**src/verilog/rf_route_pkg.sv**
```systemverilog
package rf_route_pkg;

	// ****************************************************************
	// Register indices and byte addresses
	// ****************************************************************
	localparam logic [7:0] IDX_DRIVE_CTRL   = 8'h14;
	localparam logic [7:0] IDX_TX_SOURCE    = 8'h16;
	localparam logic [7:0] IDX_RX_SOURCE    = 8'h17;
	localparam logic [7:0] IDX_THRESHOLD    = 8'h18;
	localparam logic [7:0] IDX_STATUS       = 8'h21;
	localparam logic [7:0] IDX_TEST_SELECT  = 8'h31;

	localparam logic [7:0] ADDR_DRIVE_CTRL  = 8'(IDX_DRIVE_CTRL * 4);
	localparam logic [7:0] ADDR_TX_SOURCE   = 8'(IDX_TX_SOURCE * 4);
	localparam logic [7:0] ADDR_RX_SOURCE   = 8'(IDX_RX_SOURCE * 4);
	localparam logic [7:0] ADDR_THRESHOLD   = 8'(IDX_THRESHOLD * 4);
	localparam logic [7:0] ADDR_STATUS      = 8'(IDX_STATUS * 4);
	localparam logic [7:0] ADDR_TEST_SELECT = 8'(IDX_TEST_SELECT * 4);

	// ****************************************************************
	// Reset values
	// ****************************************************************
	localparam logic [7:0] RST_DRIVE_CTRL   = 8'h80;
	localparam logic [7:0] RST_TX_SOURCE    = 8'h10;
	localparam logic [7:0] RST_RX_SOURCE    = 8'h84;
	localparam logic [7:0] RST_THRESHOLD    = 8'h84;
	localparam logic [2:0] RST_TEST_SELECT  = 3'h0;

	// ****************************************************************
	// Writable bit masks, reserved bits stay zero
	// ****************************************************************
	localparam logic [7:0] MASK_DRIVE_CTRL  = 8'hF3;
	localparam logic [7:0] MASK_TX_SOURCE   = 8'h3F;
	localparam logic [7:0] MASK_RX_SOURCE   = 8'hFF;
	localparam logic [7:0] MASK_THRESHOLD   = 8'hF7;

	// ****************************************************************
	// Field positions
	// ****************************************************************
	localparam int DRV_SRC_LSB   = 4;
	localparam int AUX_SRC_LSB   = 0;
	localparam int DEC_SEL_LSB   = 6;
	localparam int GUARD_LSB     = 0;
	localparam int MIN_LVL_LSB   = 4;
	localparam int COLL_LSB      = 0;
	localparam int INV_B_ON_BIT  = 7;
	localparam int INV_A_ON_BIT  = 6;
	localparam int INV_B_OFF_BIT = 5;
	localparam int INV_A_OFF_BIT = 4;
	localparam int EN_B_BIT      = 1;
	localparam int EN_A_BIT      = 0;

	// ****************************************************************
	// Codes
	// ****************************************************************
	localparam logic [1:0] DRV_TRISTATE = 2'h0;
	localparam logic [1:0] DRV_MILLER   = 2'h1;
	localparam logic [1:0] DRV_AUX_IN   = 2'h2;
	localparam logic [1:0] DRV_HIGH     = 2'h3;

	localparam logic [3:0] AUX_TRISTATE = 4'h0;
	localparam logic [3:0] AUX_LOW      = 4'h1;
	localparam logic [3:0] AUX_HIGH     = 4'h2;
	localparam logic [3:0] AUX_TEST_BUS = 4'h3;
	localparam logic [3:0] AUX_MILLER   = 4'h4;
	localparam logic [3:0] AUX_TX_BITS  = 4'h5;
	localparam logic [3:0] AUX_RX_BITS  = 4'h7;

	localparam logic [1:0] DEC_LOW      = 2'h0;
	localparam logic [1:0] DEC_AUX_MAN  = 2'h1;
	localparam logic [1:0] DEC_ANALOG   = 2'h2;
	localparam logic [1:0] DEC_AUX_NRZ  = 2'h3;

	typedef enum logic [1:0] {RX_IDLE, RX_GUARD, RX_ACTIVE} rx_state_e;

endpackage

```
**src/verilog/antenna_driver_mux.sv**
```systemverilog
`timescale 1ns/1ps
module antenna_driver_mux (
	input  wire logic       ref_clk,
	input  wire logic       rst,
	input  wire logic [1:0] source_code,
	input  wire logic       driver_enabled,
	input  wire logic       invert_enabled,
	input  wire logic       invert_disabled,
	input  wire logic       miller_envelope,
	input  wire logic       aux_input_pin,
	output logic            pin_out,
	output logic            pin_oe
);
	typedef struct packed {
		logic out;
		logic oe;
	} pin_s;

	pin_s state_q;
	pin_s state_d;
	logic inv;

	// Soft power-down never forces the pin; only reset and the tristate code do
	always_comb begin
		inv     = driver_enabled ? invert_enabled : invert_disabled;
		state_d = '{out: 1'b0, oe: 1'b1};
		case (source_code)
			rf_route_pkg::DRV_TRISTATE: state_d.oe  = 1'b0;
			rf_route_pkg::DRV_MILLER:   state_d.out = miller_envelope ^ inv;
			rf_route_pkg::DRV_AUX_IN:   state_d.out = aux_input_pin ^ inv;
			rf_route_pkg::DRV_HIGH:     state_d.out = 1'b1 ^ inv;
			default:                    state_d.oe  = 1'b0;
		endcase
	end

	always_ff @(posedge ref_clk) begin
		if (rst) state_q <= '{out: 1'b0, oe: 1'b0};
		else     state_q <= state_d;
	end

	assign pin_out = state_q.out;
	assign pin_oe  = state_q.oe;
endmodule

```
**src/verilog/guard_delay_counter.sv**
```systemverilog
`timescale 1ns/1ps
module guard_delay_counter (
	input  wire logic       ref_clk,
	input  wire logic       rst,
	input  wire logic       load,
	input  wire logic [5:0] delay,
	input  wire logic       bit_tick,
	output logic            busy,
	output logic [5:0]      count
);
	typedef struct packed {
		logic [5:0] count;
	} guard_s;

	guard_s state_q;
	guard_s state_d;

	always_comb begin
		state_d = state_q;
		if (load)
			state_d.count = delay;
		else if (bit_tick && state_q.count != 6'h0)
			state_d.count = state_q.count - 6'h1;
	end

	always_ff @(posedge ref_clk) begin
		if (rst) state_q <= '{count: 6'h0};
		else     state_q <= state_d;
	end

	assign count = state_q.count;
	assign busy  = state_q.count != 6'h0;
endmodule

```
**src/verilog/rf_signal_route_select.sv**
```systemverilog
`timescale 1ns/1ps
module rf_signal_route_select (
	input  wire logic        ref_clk,
	input  wire logic        rst,
	input  wire logic [7:0]  paddr,
	input  wire logic        psel,
	input  wire logic        penable,
	input  wire logic        pwrite,
	input  wire logic [31:0] pwdata,
	output logic [31:0]      prdata,
	output logic             pready,
	output logic             pslverr,
	input  wire logic        soft_power_down,
	input  wire logic        miller_envelope,
	input  wire logic        tx_serial_bits,
	input  wire logic        rx_decoded_bits,
	input  wire logic [7:0]  test_bus,
	input  wire logic        aux_input_pin,
	input  wire logic        analog_rx_signal,
	input  wire logic        tx_done,
	input  wire logic        cmd_receives,
	input  wire logic        rx_only_start,
	input  wire logic        rx_stop,
	input  wire logic        rf_field_on,
	input  wire logic        bit_tick,
	input  wire logic [3:0]  rx_strength,
	input  wire logic [2:0]  weak_half_level,
	input  wire logic        half_bits_valid,
	output logic             antenna_drive_pin_a,
	output logic             antenna_drive_pin_a_oe,
	output logic             antenna_drive_pin_b,
	output logic             antenna_drive_pin_b_oe,
	output logic             aux_output_pin,
	output logic             aux_output_pin_oe,
	output logic             decoder_in,
	output logic             rx_enable,
	output logic             signal_accept,
	output logic             bit_collision
);

	// ****************************************************************
	// State
	// ****************************************************************
	typedef struct packed {
		logic [7:0]              tx_source;
		logic [7:0]              rx_source;
		logic [7:0]              threshold;
		logic [7:0]              drive_ctrl;
		logic [2:0]              test_pick;
		rf_route_pkg::rx_state_e rx_state;
		logic                    field_prev;
		logic                    rx_en;
		logic [31:0]             prdata;
		logic                    pready;
		logic                    pslverr;
		logic                    dec_in;
		logic                    accept;
		logic                    coll;
		logic                    aux_out;
		logic                    aux_oe;
	} state_s;

	state_s state_q;
	state_s state_d;

	logic [1:0] antenna_driver_source;
	logic [3:0] aux_output_source;
	logic [1:0] decoder_input_select;
	logic [5:0] rx_guard_delay;
	logic [3:0] decoder_min_level;
	logic [2:0] collision_threshold;
	logic       guard_busy;
	logic [5:0] guard_count;
	logic       guard_load;
	logic       arm_after_tx;
	logic       field_rise;
	logic       setup_phase;
	logic       write_now;
	logic       addr_hit;
	logic [7:0] read_byte;

	assign antenna_driver_source = state_q.tx_source[rf_route_pkg::DRV_SRC_LSB +: 2];
	assign aux_output_source     = state_q.tx_source[rf_route_pkg::AUX_SRC_LSB +: 4];
	assign decoder_input_select  = state_q.rx_source[rf_route_pkg::DEC_SEL_LSB +: 2];
	assign rx_guard_delay        = state_q.rx_source[rf_route_pkg::GUARD_LSB +: 6];
	assign decoder_min_level     = state_q.threshold[rf_route_pkg::MIN_LVL_LSB +: 4];
	assign collision_threshold   = state_q.threshold[rf_route_pkg::COLL_LSB +: 3];

	// ****************************************************************
	// Receiver guard events
	// ****************************************************************
	// Receive-only never arms the guard, even if tx_done coincides
	assign arm_after_tx = tx_done && cmd_receives && !rx_only_start;
	assign field_rise   = rf_field_on && !state_q.field_prev;
	assign guard_load   = arm_after_tx || field_rise;

	guard_delay_counter u_guard (
		.ref_clk  (ref_clk),
		.rst      (rst),
		.load     (guard_load),
		.delay    (rx_guard_delay),
		.bit_tick (bit_tick),
		.busy     (guard_busy),
		.count    (guard_count)
	);

	// ****************************************************************
	// Antenna drivers
	// ****************************************************************
	// Power-down is a no-op here: only reset and the tristate code release the pins
	antenna_driver_mux u_drive_a (
		.ref_clk         (ref_clk),
		.rst             (rst),
		.source_code     (antenna_driver_source),
		.driver_enabled  (state_q.drive_ctrl[rf_route_pkg::EN_A_BIT]),
		.invert_enabled  (state_q.drive_ctrl[rf_route_pkg::INV_A_ON_BIT]),
		.invert_disabled (state_q.drive_ctrl[rf_route_pkg::INV_A_OFF_BIT]),
		.miller_envelope (miller_envelope),
		.aux_input_pin   (aux_input_pin),
		.pin_out         (antenna_drive_pin_a),
		.pin_oe          (antenna_drive_pin_a_oe)
	);

	antenna_driver_mux u_drive_b (
		.ref_clk         (ref_clk),
		.rst             (rst),
		.source_code     (antenna_driver_source),
		.driver_enabled  (state_q.drive_ctrl[rf_route_pkg::EN_B_BIT]),
		.invert_enabled  (state_q.drive_ctrl[rf_route_pkg::INV_B_ON_BIT]),
		.invert_disabled (state_q.drive_ctrl[rf_route_pkg::INV_B_OFF_BIT]),
		.miller_envelope (miller_envelope),
		.aux_input_pin   (aux_input_pin),
		.pin_out         (antenna_drive_pin_b),
		.pin_oe          (antenna_drive_pin_b_oe)
	);

	// ****************************************************************
	// Bus decode
	// ****************************************************************
	assign setup_phase = psel && !penable;
	assign write_now   = psel && penable && pwrite && state_q.pready && !state_q.pslverr;

	always_comb begin
		addr_hit  = 1'b1;
		read_byte = 8'h00;
		case (paddr)
			rf_route_pkg::ADDR_DRIVE_CTRL:  read_byte = state_q.drive_ctrl;
			rf_route_pkg::ADDR_TX_SOURCE:   read_byte = state_q.tx_source;
			rf_route_pkg::ADDR_RX_SOURCE:   read_byte = state_q.rx_source;
			rf_route_pkg::ADDR_THRESHOLD:   read_byte = state_q.threshold;
			rf_route_pkg::ADDR_TEST_SELECT: read_byte = {5'h00, state_q.test_pick};
			rf_route_pkg::ADDR_STATUS:      read_byte = {state_q.rx_en, guard_busy, guard_count};
			default:                        addr_hit  = 1'b0;
		endcase
	end

	// ****************************************************************
	// Next state
	// ****************************************************************
	always_comb begin
		state_d            = state_q;
		state_d.field_prev = rf_field_on;

		// Answer in the first access cycle; read data captured at setup
		state_d.pready  = setup_phase;
		state_d.pslverr = setup_phase && !addr_hit;
		if (setup_phase)
			state_d.prdata = {24'h000000, read_byte};

		if (write_now) begin
			case (paddr)
				rf_route_pkg::ADDR_DRIVE_CTRL:
					state_d.drive_ctrl = pwdata[7:0] & rf_route_pkg::MASK_DRIVE_CTRL;
				rf_route_pkg::ADDR_TX_SOURCE:
					state_d.tx_source = pwdata[7:0] & rf_route_pkg::MASK_TX_SOURCE;
				rf_route_pkg::ADDR_RX_SOURCE:
					state_d.rx_source = pwdata[7:0] & rf_route_pkg::MASK_RX_SOURCE;
				rf_route_pkg::ADDR_THRESHOLD:
					state_d.threshold = pwdata[7:0] & rf_route_pkg::MASK_THRESHOLD;
				rf_route_pkg::ADDR_TEST_SELECT:
					state_d.test_pick = pwdata[2:0];
				default: ;
			endcase
		end

		// Receiver activation sequence
		if (rx_stop)
			state_d.rx_state = rf_route_pkg::RX_IDLE;
		else if (rx_only_start)
			state_d.rx_state = rf_route_pkg::RX_ACTIVE;
		else if (arm_after_tx)
			state_d.rx_state = rf_route_pkg::RX_GUARD;
		else begin
			case (state_q.rx_state)
				rf_route_pkg::RX_GUARD:
					if (!guard_busy)
						state_d.rx_state = rf_route_pkg::RX_ACTIVE;
				rf_route_pkg::RX_IDLE,
				rf_route_pkg::RX_ACTIVE: ;
				default:
					state_d.rx_state = rf_route_pkg::RX_IDLE;
			endcase
		end
		state_d.rx_en = state_d.rx_state == rf_route_pkg::RX_ACTIVE;

		// Decoder feed; anything inside the guard window is ignored
		case (decoder_input_select)
			rf_route_pkg::DEC_LOW:     state_d.dec_in = 1'b0;
			rf_route_pkg::DEC_AUX_MAN: state_d.dec_in = aux_input_pin;
			rf_route_pkg::DEC_ANALOG:  state_d.dec_in = analog_rx_signal;
			rf_route_pkg::DEC_AUX_NRZ: state_d.dec_in = aux_input_pin;
			default:                   state_d.dec_in = 1'b0;
		endcase
		if (guard_busy || !state_q.rx_en)
			state_d.dec_in = 1'b0;

		// Bit decoder qualification
		state_d.accept = rx_strength >= decoder_min_level;
		state_d.coll   = half_bits_valid && state_d.accept
			&& weak_half_level >= collision_threshold;

		// Auxiliary output selection
		state_d.aux_oe  = 1'b1;
		state_d.aux_out = 1'b0;
		case (aux_output_source)
			rf_route_pkg::AUX_TRISTATE: state_d.aux_oe  = 1'b0;
			rf_route_pkg::AUX_LOW:      state_d.aux_out = 1'b0;
			rf_route_pkg::AUX_HIGH:     state_d.aux_out = 1'b1;
			rf_route_pkg::AUX_TEST_BUS: state_d.aux_out = test_bus[state_q.test_pick];
			rf_route_pkg::AUX_MILLER:   state_d.aux_out = miller_envelope;
			rf_route_pkg::AUX_TX_BITS:  state_d.aux_out = tx_serial_bits;
			rf_route_pkg::AUX_RX_BITS:  state_d.aux_out = rx_decoded_bits;
			default:                    state_d.aux_oe  = 1'b0;
		endcase
	end

	// ****************************************************************
	// Registers
	// ****************************************************************
	always_ff @(posedge ref_clk) begin
		if (rst) begin
			state_q            <= '0;
			state_q.tx_source  <= rf_route_pkg::RST_TX_SOURCE;
			state_q.rx_source  <= rf_route_pkg::RST_RX_SOURCE;
			state_q.threshold  <= rf_route_pkg::RST_THRESHOLD;
			state_q.drive_ctrl <= rf_route_pkg::RST_DRIVE_CTRL;
			state_q.test_pick  <= rf_route_pkg::RST_TEST_SELECT;
			state_q.rx_state   <= rf_route_pkg::RX_IDLE;
		end else begin
			state_q <= state_d;
		end
	end

	assign prdata         = state_q.prdata;
	assign pready         = state_q.pready;
	assign pslverr        = state_q.pslverr;
	assign aux_output_pin    = state_q.aux_out;
	assign aux_output_pin_oe = state_q.aux_oe;
	assign decoder_in     = state_q.dec_in;
	assign rx_enable      = state_q.rx_en;
	assign signal_accept  = state_q.accept;
	assign bit_collision  = state_q.coll;
endmodule
```
**config.mk**
```make
export PLATFORM = sky130hd
export DESIGN_NAME = rf_signal_route_select
export DESIGN_NICKNAME = d
export VERILOG_FILES = /design/src/verilog/rf_route_pkg.sv /design/src/verilog/antenna_driver_mux.sv /design/src/verilog/guard_delay_counter.sv /design/src/verilog/rf_signal_route_select.sv
export SDC_FILE = /design/constraint.sdc
export NUM_CORES = 1
export LEC_CHECK = 0
export BUFFER_PORTS_ARGS = -buffer_cell sky130_fd_sc_hd__buf_2
export CAP_MARGIN = 10
export CORE_MARGIN = 3
export CORE_UTILIZATION = 50
export CTS_CLUSTER_DIAMETER = 200
export DETAILED_ROUTE_END_ITERATION = 12
export GPL_ROUTABILITY_DRIVEN = 0
export PLACE_DENSITY_LB_ADDON = 0.1
export SLEW_MARGIN = 20
export SYNTH_ARGS = -nofsm -noshare
export SYNTH_HDL_FRONTEND = slang
export SYNTH_HIERARCHICAL = 1
export SYNTH_SLANG_ARGS = --single-unit
```
**constraint.sdc**
```tcl
create_clock -name ref_clk -period 2.2 [get_ports ref_clk]
set_clock_uncertainty 0.2 [all_clocks]
set_input_delay 0.55 -clock ref_clk [delete_from_list [all_inputs] [get_ports ref_clk]]
set_output_delay 0.55 -clock ref_clk [all_outputs]
set_load 0.01 [all_outputs]
```
==> metrics, run 1 <==
sequential power share 0.460; first drt pass iteration count 4; Net Sw Frac 0.263; first-pass GRT wire length 12200 um; Worst path slowest cell dfxtp_1; TritonCTS sink count 59; end of the worst hold path state_q[40]; setup TNS 0 ns; DRC viols 0; Final Hold Fails 0; Post-CTS Setup Repair Bufs 0; Die Span Y 87.7 um; Sw Pwr 636 uW; number of synthesized flops with an enable pin 0; routed wire length 7550 um; initial antenna violation count 0; IO Pins 117; Worst Hold Depth 3; CTS tree done; Root Buffer clkbuf_8; critical path required time 2.24 ns; combinational cell fraction of total power 0.125; ANT nets after route 0; IO Port Bufs 67; sequential share of the synthesized area 0.354; worst flop-to-flop path startpoint u_guard/count[1]; initial core utilization 0.520; DRT iter0 DRCs around 140; clock latency on the worst-skew pair between 0.3 and 0.4 ns; vias around 2700; chip width 87.7 um; Via density 5.21; Pint 1790 uW; f_max 518 MHz; post-layout net count ~530; Worst Setup Start Kind register; Netlist cell types 54; post-synthesis register bit count 59; Critical Path End Type register; Reg-to-Reg End prdata[6]; Max-Cap Viols 0; asr flop ratio synth 0; Worst VDD drop 0.000451 V; H-tree Lvls 3; total gr overflow 0; syn_area_per_cell 9.12 sq um; Static Leak 0.00181 uW; worst endpoint data arrival time 1.97 ns; Detail Placement HPWL 6010 um; Post-Syn Instances 366; pwr dens 617 nW/um^2; GR Util All Layers 0.205; Final Cycle Share 0.877; Total Power between 2000 and 2500 uW; Area Growth Syn to Fin 17.5%; Clock Tree Buf Depth 2; Ys Warns 6; main flop type after synthesis dfxtp_1; hold path startpoint rf_field_on; Post-DP Area 3710 sq um; fill count slightly below 600; TritonCTS Buffers 9; Setup violations, final 0; hold bufs inserted after CTS 0; Final Critical Period between 1.5 and 2 ns; row count 29; RSZ-0062 raised after global routing no; status finished clean; Hold Crit Class primary input to register; R2R Setup Slk about 0.27 ns; Core Footprint 6420 sq um; Cell Chain, Critical Path inv_1 -> ha_1 -> or2b_1 -> nand2b_1 -> a22oi_1 -> o22ai_1 -> a22o_1; final instance area 3920 sq um; n_diodes 0; pin count of the biggest net entering global routing 24; Worst-path clk slew about 0.07 ns; crit-path max FO 5; Max Slew Vio Count 0; Resize count post-CTS 0; Post-Syn Area 3340 sq um; Clk pwr share 0.415; critical path's largest stage delay 0.37 ns; Reg2Reg Depth 7; vias in the first global route 2511; crit path kind register to register; share of cells above drive strength 1 0.261; full die area around 7700 sq um; per-cell routed wire length 14.4 um
==> cell families after synthesis <==
group / share of synthesized area
AO/OA/AOI/OAI: 0.141
XOR/XNOR: 0.0131
adder cells (fa/ha/maj): 0.0637
buffers and inverters: 0.111
flip-flops: 0.354
multiplexers: 0.125
other: 0.00112
AND/OR/NAND/NOR: 0.192
==> metal layers <==
| layer | GRT usage | routed length (um) |
|---|---|---|
| met5 | 0 | 0 |
| met4 | 0.0669 | 130 |
| met3 | 0.0433 | 415 |
| met2 | 0.329 | 3410 |
| met1 | 0.275 | 3590 |
==> registers in the layout, indices dropped and copies added, names as in the netlist, 2 cells and up <==
name / cells
antenna_driver_source: 2
collision_threshold: 3
state_q: 12
u_guard/count: 6
decoder_input_select: 2
decoder_min_level: 4
rx_guard_delay: 6
prdata: 8
aux_output_source: 4
==> per-stage QoR <==
| step | cells | utilization | hold WS (ns) | setup slack (ns) |
|---|---|---|---|---|
| after detailed placement | 510 | 0.578 | 0.266 | 0.0108 |
| after global placement | 510 | 0.578 | 0.260 | 0.0356 |
| after CTS | 526 | 0.611 | 0.235 | 0.279 |
| after floorplan | 389 | - | 0.243 | 0.0778 |
| after global routing | 526 | 0.611 | 0.252 | 0.192 |
| final | 526 | 0.611 | 0.237 | 0.271 |
==> critical path: cells and delay by family (launching register included) <==
kind	cells	cell delay, ns
buffers and inverters	1	0.12
DFF	1	0.37
adders and majority gates	1	0.14
and+or+nand+nor	2	0.50
AOI/OAI and AO/OA	3	0.50
==> cell usage in the layout (no fill, tap or decap), types with 7 or more instances in the layout <==
master    netlist  routed
a21oi_1        14      14
inv_1          21      21
conb_1          1      24
o21ai_0         7       7
a22oi_1         8       8
mux2i_1        36      36
clkbuf_8        0      14
buf_4          34      20
buf_2           2      67
nor2_1         50      50
nand2_1        11      11
ha_1           17      17
nor3_1          8       8
dfxtp_1        59      59
nor2b_1        13      13
==> cells in the mapped netlist, types with 8 or more instances <==
master	instances	area share
nor2_1	50	0.056
nand2_1	11	0.012
nor2b_1	13	0.024
inv_1	21	0.024
nor3_1	8	0.012
mux2i_1	36	0.11
a21oi_1	14	0.021
a22oi_1	8	0.018
dfxtp_1	59	0.35
ha_1	17	0.064
buf_4	34	0.076
==> power by group through the flow <==
stage / combinational (uW) / clock, uW / sequential, uW
after floorplan: 217 / 0 / 1130
after global placement: 297 / 0 / 1140
after detailed placement: 302 / 0 / 1140
after CTS: 304 / 1020 / 1110
after global routing: 339 / 1070 / 1110
final: 303 / 1010 / 1110
==> area by class of cell <==
class	count	area, sq um	area share
clock inverters	2	16.3	0.00415
clock buffers	14	193	0.0491
inverters	21	78.8	0.0201
flip-flops and latches	59	1180	0.301
well taps	77	96.3	0.0246
multi-input cells	266	1870	0.477
repair buffers	87	485	0.124
==> how the worst max path moves through the flow <==
stage | startpoint | to | cells past startpoint
floorplan | paddr[6] | state_q[53] | 6
global placement | paddr[7] | state_q[47] | 7
detailed placement | paddr[7] | state_q[46] | 7
CTS | u_guard/count[1] | prdata[6] | 7
global route | u_guard/count[1] | prdata[6] | 7
finish | u_guard/count[1] | prdata[6] | 7
Note: power is estimated with default switching activity, not from simulation.
==> run 2, diff against run 1 <==
Settings changed: CORE_MARGIN 3 to 2.
==> run 2 against run 1 <==
Net effect: first-iteration DRC count is 26% lower; die area fell by 4.5%; largest cell class unchanged; worst setup slack improved by 0.019 ns; critical path depth stayed put; power rose by 5.2%; highest routed layer unchanged; critical path type unchanged; critical endpoint unchanged; hold slack better by 0.0027 ns; largest power group is now the clock network.
==> metrics, run 2 (same netlist as run 1, synthesis figures left out) <==
worst endpoint data arrival time 1.94 ns (-0.03 ns); CTS tree done; per-cell routed wire length 13.9 um (-3.2%); TritonCTS Buffers 9 (unchanged); pwr dens 646 nW/um^2 (+4.6%); Worst path slowest cell dfxtp_1; Cell Chain, Critical Path inv_1 -> ha_1 -> or2b_1 -> nand2b_1 -> a22oi_1 -> o22ai_1 -> a22o_1; critical path required time 2.23 ns (about the same); Resize count post-CTS 0 (unchanged); Worst Setup Start Kind register; setup TNS 0 ns (unchanged); max reg flops 12 (unchanged); Final Critical Period 1.91 ns (-0.0190 ns); critical path's largest stage delay 0.35 ns (-0.02 ns); first drt pass iteration count 4 (unchanged); share of cells above drive strength 1 0.253 (-0.00722); Post-CTS Setup Repair Bufs 0 (unchanged); Final Hold Fails 0 (unchanged); fill count 602 (+3.3%); Post-DP Area 3720 sq um (about the same); Total Power 2550 uW (+5.2%); pin count of the biggest net entering global routing 43 (+79%); clock latency on the worst-skew pair 0.34 ns (about the same); final instance area 3950 sq um (+0.54%); Worst-path clk slew 0.07 ns (about the same); first-pass GRT wire length 11900 um (-2.5%); crit path kind register to register; Area Growth Syn to Fin 18.2%; chip width 85.7 um (-2.3%); crit-path max FO 5 (unchanged); GR Util All Layers 0.206 (+0.00162); n_diodes 0 (unchanged); H-tree Lvls 3 (unchanged); Detail Placement HPWL 5740 um (-4.5%); DRC viols 0 (unchanged); Clock Tree Buf Depth 2 (unchanged); Critical Path End Type register; initial core utilization 0.523 (+0.00295); Final Cycle Share 0.868 (-0.00866); Setup violations, final 0 (unchanged); Root Buffer clkbuf_8; DRT iter0 DRCs 102 (-26%); status finished clean; total gr overflow 0 (unchanged); final setup margin 0.290 ns (+0.0190 ns); row count 29 (unchanged); Worst VDD drop 0.000379 V (-16%); IO Port Bufs 67 (unchanged); Hold Crit Class primary input to register; Max Slew Vio Count 0 (unchanged); Core Footprint 6390 sq um (-0.57%); post-layout net count 531 (-0.56%); Via density 5.20 (-0.31%); RSZ-0062 raised after global routing no; Max-Cap Viols 0 (unchanged); IO Pins 117 (unchanged); Final Instance Count excl. Fillers 523 (-0.57%); Die Span Y 85.7 um (-2.3%); hold bufs inserted after CTS 0 (unchanged); ANT nets after route 0 (unchanged); commonest non-fill, non-tap cell in the layout buf_2; most frequent cells in the layout buf_2 (67), dfxtp_1 (59), nor2_1 (50), mux2i_1 (36), conb_1 (24); Cells after DPL 507 (-0.59%); largest reg by FF count state_q; full die area 7350 sq um (-4.5%); Place WS 0.0504 ns (+0.0395 ns); f_max 524 MHz (+1.0%); Static Leak 0.00181 uW (about the same); TritonCTS sink count 59 (unchanged); routed wire length 7270 um (-3.8%); vias 2717 (-0.88%); vias in the first global route 2503 (-0.32%); initial antenna violation count 0 (unchanged)
[run 2: cell types whose count changed in the layout (fill, tap and decap cells not counted), sizes merged]
| cell | previous run | this run |
|---|---|---|
| buf | 87 | 84 |
| clkbuf | 14 | 12 |
| bufinv | 0 | 2 |
[run 2: metrics by stage]
step	hold slack (ns)	utilization
final	0.240	0.618
after CTS	0.241	0.618
after floorplan	0.243	-
after global routing	0.249	0.618
after global placement	0.260	0.582
after detailed placement	0.257	0.582
[run 2: worst paths after layout]
path              slack (ns)           to  depth (start not counted)             start
hold / removal          0.24  state_q[40]                          3       rf_field_on
setup reg to reg        0.29    prdata[6]                          7  u_guard/count[1]
setup / recovery        0.29    prdata[6]                          7  u_guard/count[1]
hold reg to reg         0.27    prdata[7]                          1         prdata[7]
[run 2: critical path: cells and delay by family, from the launching register on]
| family | cells | cell delay, ns |
|---|---|---|
| DFF | 1 | 0.35 |
| adders and majority gates | 1 | 0.15 |
| AOI/OAI and AO/OA | 3 | 0.50 |
| buffers and inverters | 1 | 0.11 |
| and+or+nand+nor | 2 | 0.49 |
[run 2: report_power, final]
| group | internal, uW | switching, uW | total (uW) |
|---|---|---|---|
| registers | 1090 | 20.0 | 1110 |
| logic | 132 | 174 | 306 |
| clock network | 698 | 432 | 1130 |
[run 2: layout make-up]
class	count	area, sq um	area share
clock inverter	4	72.6	0.0184
clock buffer	12	155	0.0393
sequential	59	1180	0.299
multi-input combinational	266	1870	0.475
tap	77	96.3	0.0244
inverter	21	78.8	0.0200
timing repair buffer	84	488	0.124
[run 2: per-layer routing]
metal / vias to the layer above / global-route usage / wire length, um
met5: - / 0 / 0
met4: 0 / 0.0823 / 117
met3: 13 / 0.0395 / 384
met2: 80 / 0.319 / 3270
met1: 1244 / 0.285 / 3490
li1: 1380 / - / -
==> run 3, diff against run 2 <==
Settings changed: ABC_AREA set to 1, BUFFER_PORTS_ARGS -buffer_cell sky130_fd_sc_hd__buf_2 to unset, CORE_UTILIZATION 50 to 64, DONT_BUFFER_PORTS set to 1.
==> run 3 against run 2 <==
Net effect: final area is 6.9% lower; register-to-register slack improved by 0.22 ns; power down 12%; sequential share of layout area rose by 2.2 points; final cell count is 8.6% higher; fmax up 13%; non-clock buffer count decreased by 80; critical path depth decreased by 1; combinational power fell by 10%; largest power group is now registers.
==> metrics, run 3 <==
status finished clean; Core Footprint 5470 sq um (-14%); Pint 1610 uW (-16%); Sw Pwr 632 uW (+0.95%); per-cell routed wire length 14.4 um (+3.8%); worst endpoint data arrival time 1.76 ns (-0.18 ns); critical path required time 2.27 ns (+0.04 ns); DRC viols 0 (unchanged); TritonCTS Buffers 9 (unchanged); CTS tree done; TritonCTS sink count 59 (unchanged); Critical Path End Type register; f_max 593 MHz (+13%); number of synthesized flops with an enable pin 0 (unchanged); main flop type after synthesis dfxtp_1; RSZ-0062 raised after global routing no; hold bufs inserted after CTS 0 (unchanged); first drt pass iteration count 5 (+1); Static Leak 0.00174 uW (-3.4%); clock latency on the worst-skew pair 0.34 ns (about the same); Root Buffer clkbuf_8; chip width 79.2 um (-7.6%); Max-Cap Viols 0 (unchanged); fill count 478 (-21%); largest reg by FF count state_q; critical path's largest stage delay 0.38 ns (+0.03 ns); Final Hold Fails 0 (unchanged); Resize count post-CTS 0 (unchanged); Cell Chain, Critical Path nand2_1 -> nor2_2 -> nand3_4 -> nor2_4 -> o21ai_0 -> a21oi_1; crit-path max FO 14 (+9); post-synthesis register bit count 59 (unchanged); Net Sw Frac 0.282 (+0.0358); top cells by count, synth nand2_1 (91), inv_1 (64), dfxtp_1 (59); Hold WS 0.0678 ns (-0.172 ns); first-pass GRT wire length 13700 um (+15%); vias in the first global route 2956 (+18%); IO Port Bufs 0 (-100%); Final Critical Period 1.69 ns (-0.224 ns); Hold Crit Class primary input to register; Area Growth Syn to Fin 1.49%; full die area 6270 sq um (-15%); Detail Placement HPWL 6310 um (+10%); cell type with the largest total area after synthesis dfxtp_1; most frequent cell after synthesis nand2_1; final setup margin 0.515 ns (+0.224 ns); FF+latch area 1180 sq um (unchanged); pin count of the biggest net entering global routing 22 (-49%); Clock Tree Buf Depth 2 (unchanged); multi-input logic area 1950 sq um (+4.1%); Via density 5.50 (+5.9%); row count 27 (-6.9%); ANT nets after route 0 (unchanged); DRT iter0 DRCs 252 (+150%); crit path kind register to register; most frequent cells in the layout nand2_1 (91), inv_1 (64), dfxtp_1 (59), nand3_1 (48); main area contributors after synthesis dfxtp_1 (33%), nand2_1 (9.4%), nand3_1 (6.6%); Post-DP Area 3510 sq um (-5.6%); GR Util All Layers 0.283 (+0.0763); Final Cycle Share 0.766 (-0.102); asr flop ratio synth 0 (unchanged); hold path startpoint rst; max reg flops 12 (unchanged); sequential share of the synthesized area 0.327 (-0.0273); Worst path slowest cell dfxtp_1; H-tree Lvls 3 (unchanged); worst flop-to-flop path startpoint pready; total gr overflow 0 (unchanged); pwr dens 612 nW/um^2 (-5.3%); Post-Syn Area 3620 sq um (+8.4%); sequential power share 0.501 (+0.065); post-layout net count 582 (+9.6%); share of the synthesized area in the top cell type 0.327 (-0.0273); share of cells above drive strength 1 0.119 (-0.134); Worst-path clk slew 0.07 ns (about the same); Clk pwr share 0.377 (-0.067); IO Pins 117 (unchanged); syn_area_per_cell 7.31 sq um (-20%); final instance area 3670 sq um (-6.9%); Total Power 2250 uW (-12%); Worst Setup Start Kind register; routed wire length 8190 um (+13%); Ys Warns 6 (unchanged); Max Slew Vio Count 0 (unchanged); commonest non-fill, non-tap cell in the layout nand2_1; Netlist cell types 36 (-33%); initial core utilization 0.661 (+0.138); setup TNS 0 ns (unchanged); crit-path leading delay family simple AND/OR/NAND/NOR gates; Die Span Y 79.2 um (-7.6%); Place WS 0.286 ns (+0.235 ns); n_diodes 0 (unchanged); WP buf/inv 0 (-1); Post-CTS Setup Repair Bufs 0 (unchanged); vias 3126 (+15%); Worst VDD drop 0.000431 V (+14%); Setup crit start pready; Post-Syn Instances 495 (+35%); initial antenna violation count 0 (unchanged); combinational cell fraction of total power 0.122 (+0.002); Setup violations, final 0 (unchanged)
-- run 3: cell types whose count changed after synthesis, sizes merged, moves of 13 or more --
cell	before	now
a21oi	14	41
inv	21	68
mux2i	36	0
nand2	12	100
nand3	4	50
nor2b	13	0
o21ai	11	49
-- run 3: routing by layer --
metal / track usage / vias up / wire length [um] / share of wire
met5: 0 / - / 0 / 0
met2: 0.453 / 147 / 3800 / 0.46
met3: 0.0625 / 20 / 709 / 0.087
li1: - / 1551 / - / -
met4: 0.131 / 0 / 239 / 0.029
met1: 0.362 / 1408 / 3450 / 0.42
-- run 3: through the flow --
step | util | instances
3_3_place_gp | 0.642 | 553
4_1_cts | 0.671 | 568
3_5_place_dp | 0.642 | 553
6_report | 0.671 | 568
5_1_grt | 0.671 | 568
2_1_floorplan | - | 518
-- run 3: cell type report --
cell class | instances | area share
Multi-Input combinational cell | 349 | 0.531
Sequential cell | 59 | 0.322
Inverter | 69 | 0.0709
Clock buffer | 12 | 0.0395
Tap cell | 72 | 0.0245
Timing Repair Buffer | 4 | 0.00818
Clock inverter | 3 | 0.00409
-- run 3: path summary, 6_finish.rpt --
path,slack [ns],cells past startpoint,to
worst max-delay path,0.51,6,decoder_min_level[1]
worst min-delay path,0.07,1,u_drive_a/pin_oe
worst max register to register,0.51,6,decoder_min_level[1]
worst min register to register,0.30,2,u_guard/count[0]
-- run 3: power groups by stage --
stage                     clock network (uW)  logic, uW  registers, uW
after floorplan                            0        263           1140
after global placement                     0        265           1150
after detailed placement                   0        271           1150
after CTS                                851        272           1120
after global routing                     912        316           1130
final                                    846        274           1120
-- run 3: logic make-up (layout without fill, tap and decap cells) --
group,after synthesis,in the layout,synth area share
xor+xnor,1,1,0.00242
simple gates,203,203,0.291
fa+ha+maj,17,17,0.0588
other cells,1,24,0.00104
compound gates,104,104,0.162
buf+inv,110,88,0.158
flops,59,59,0.327
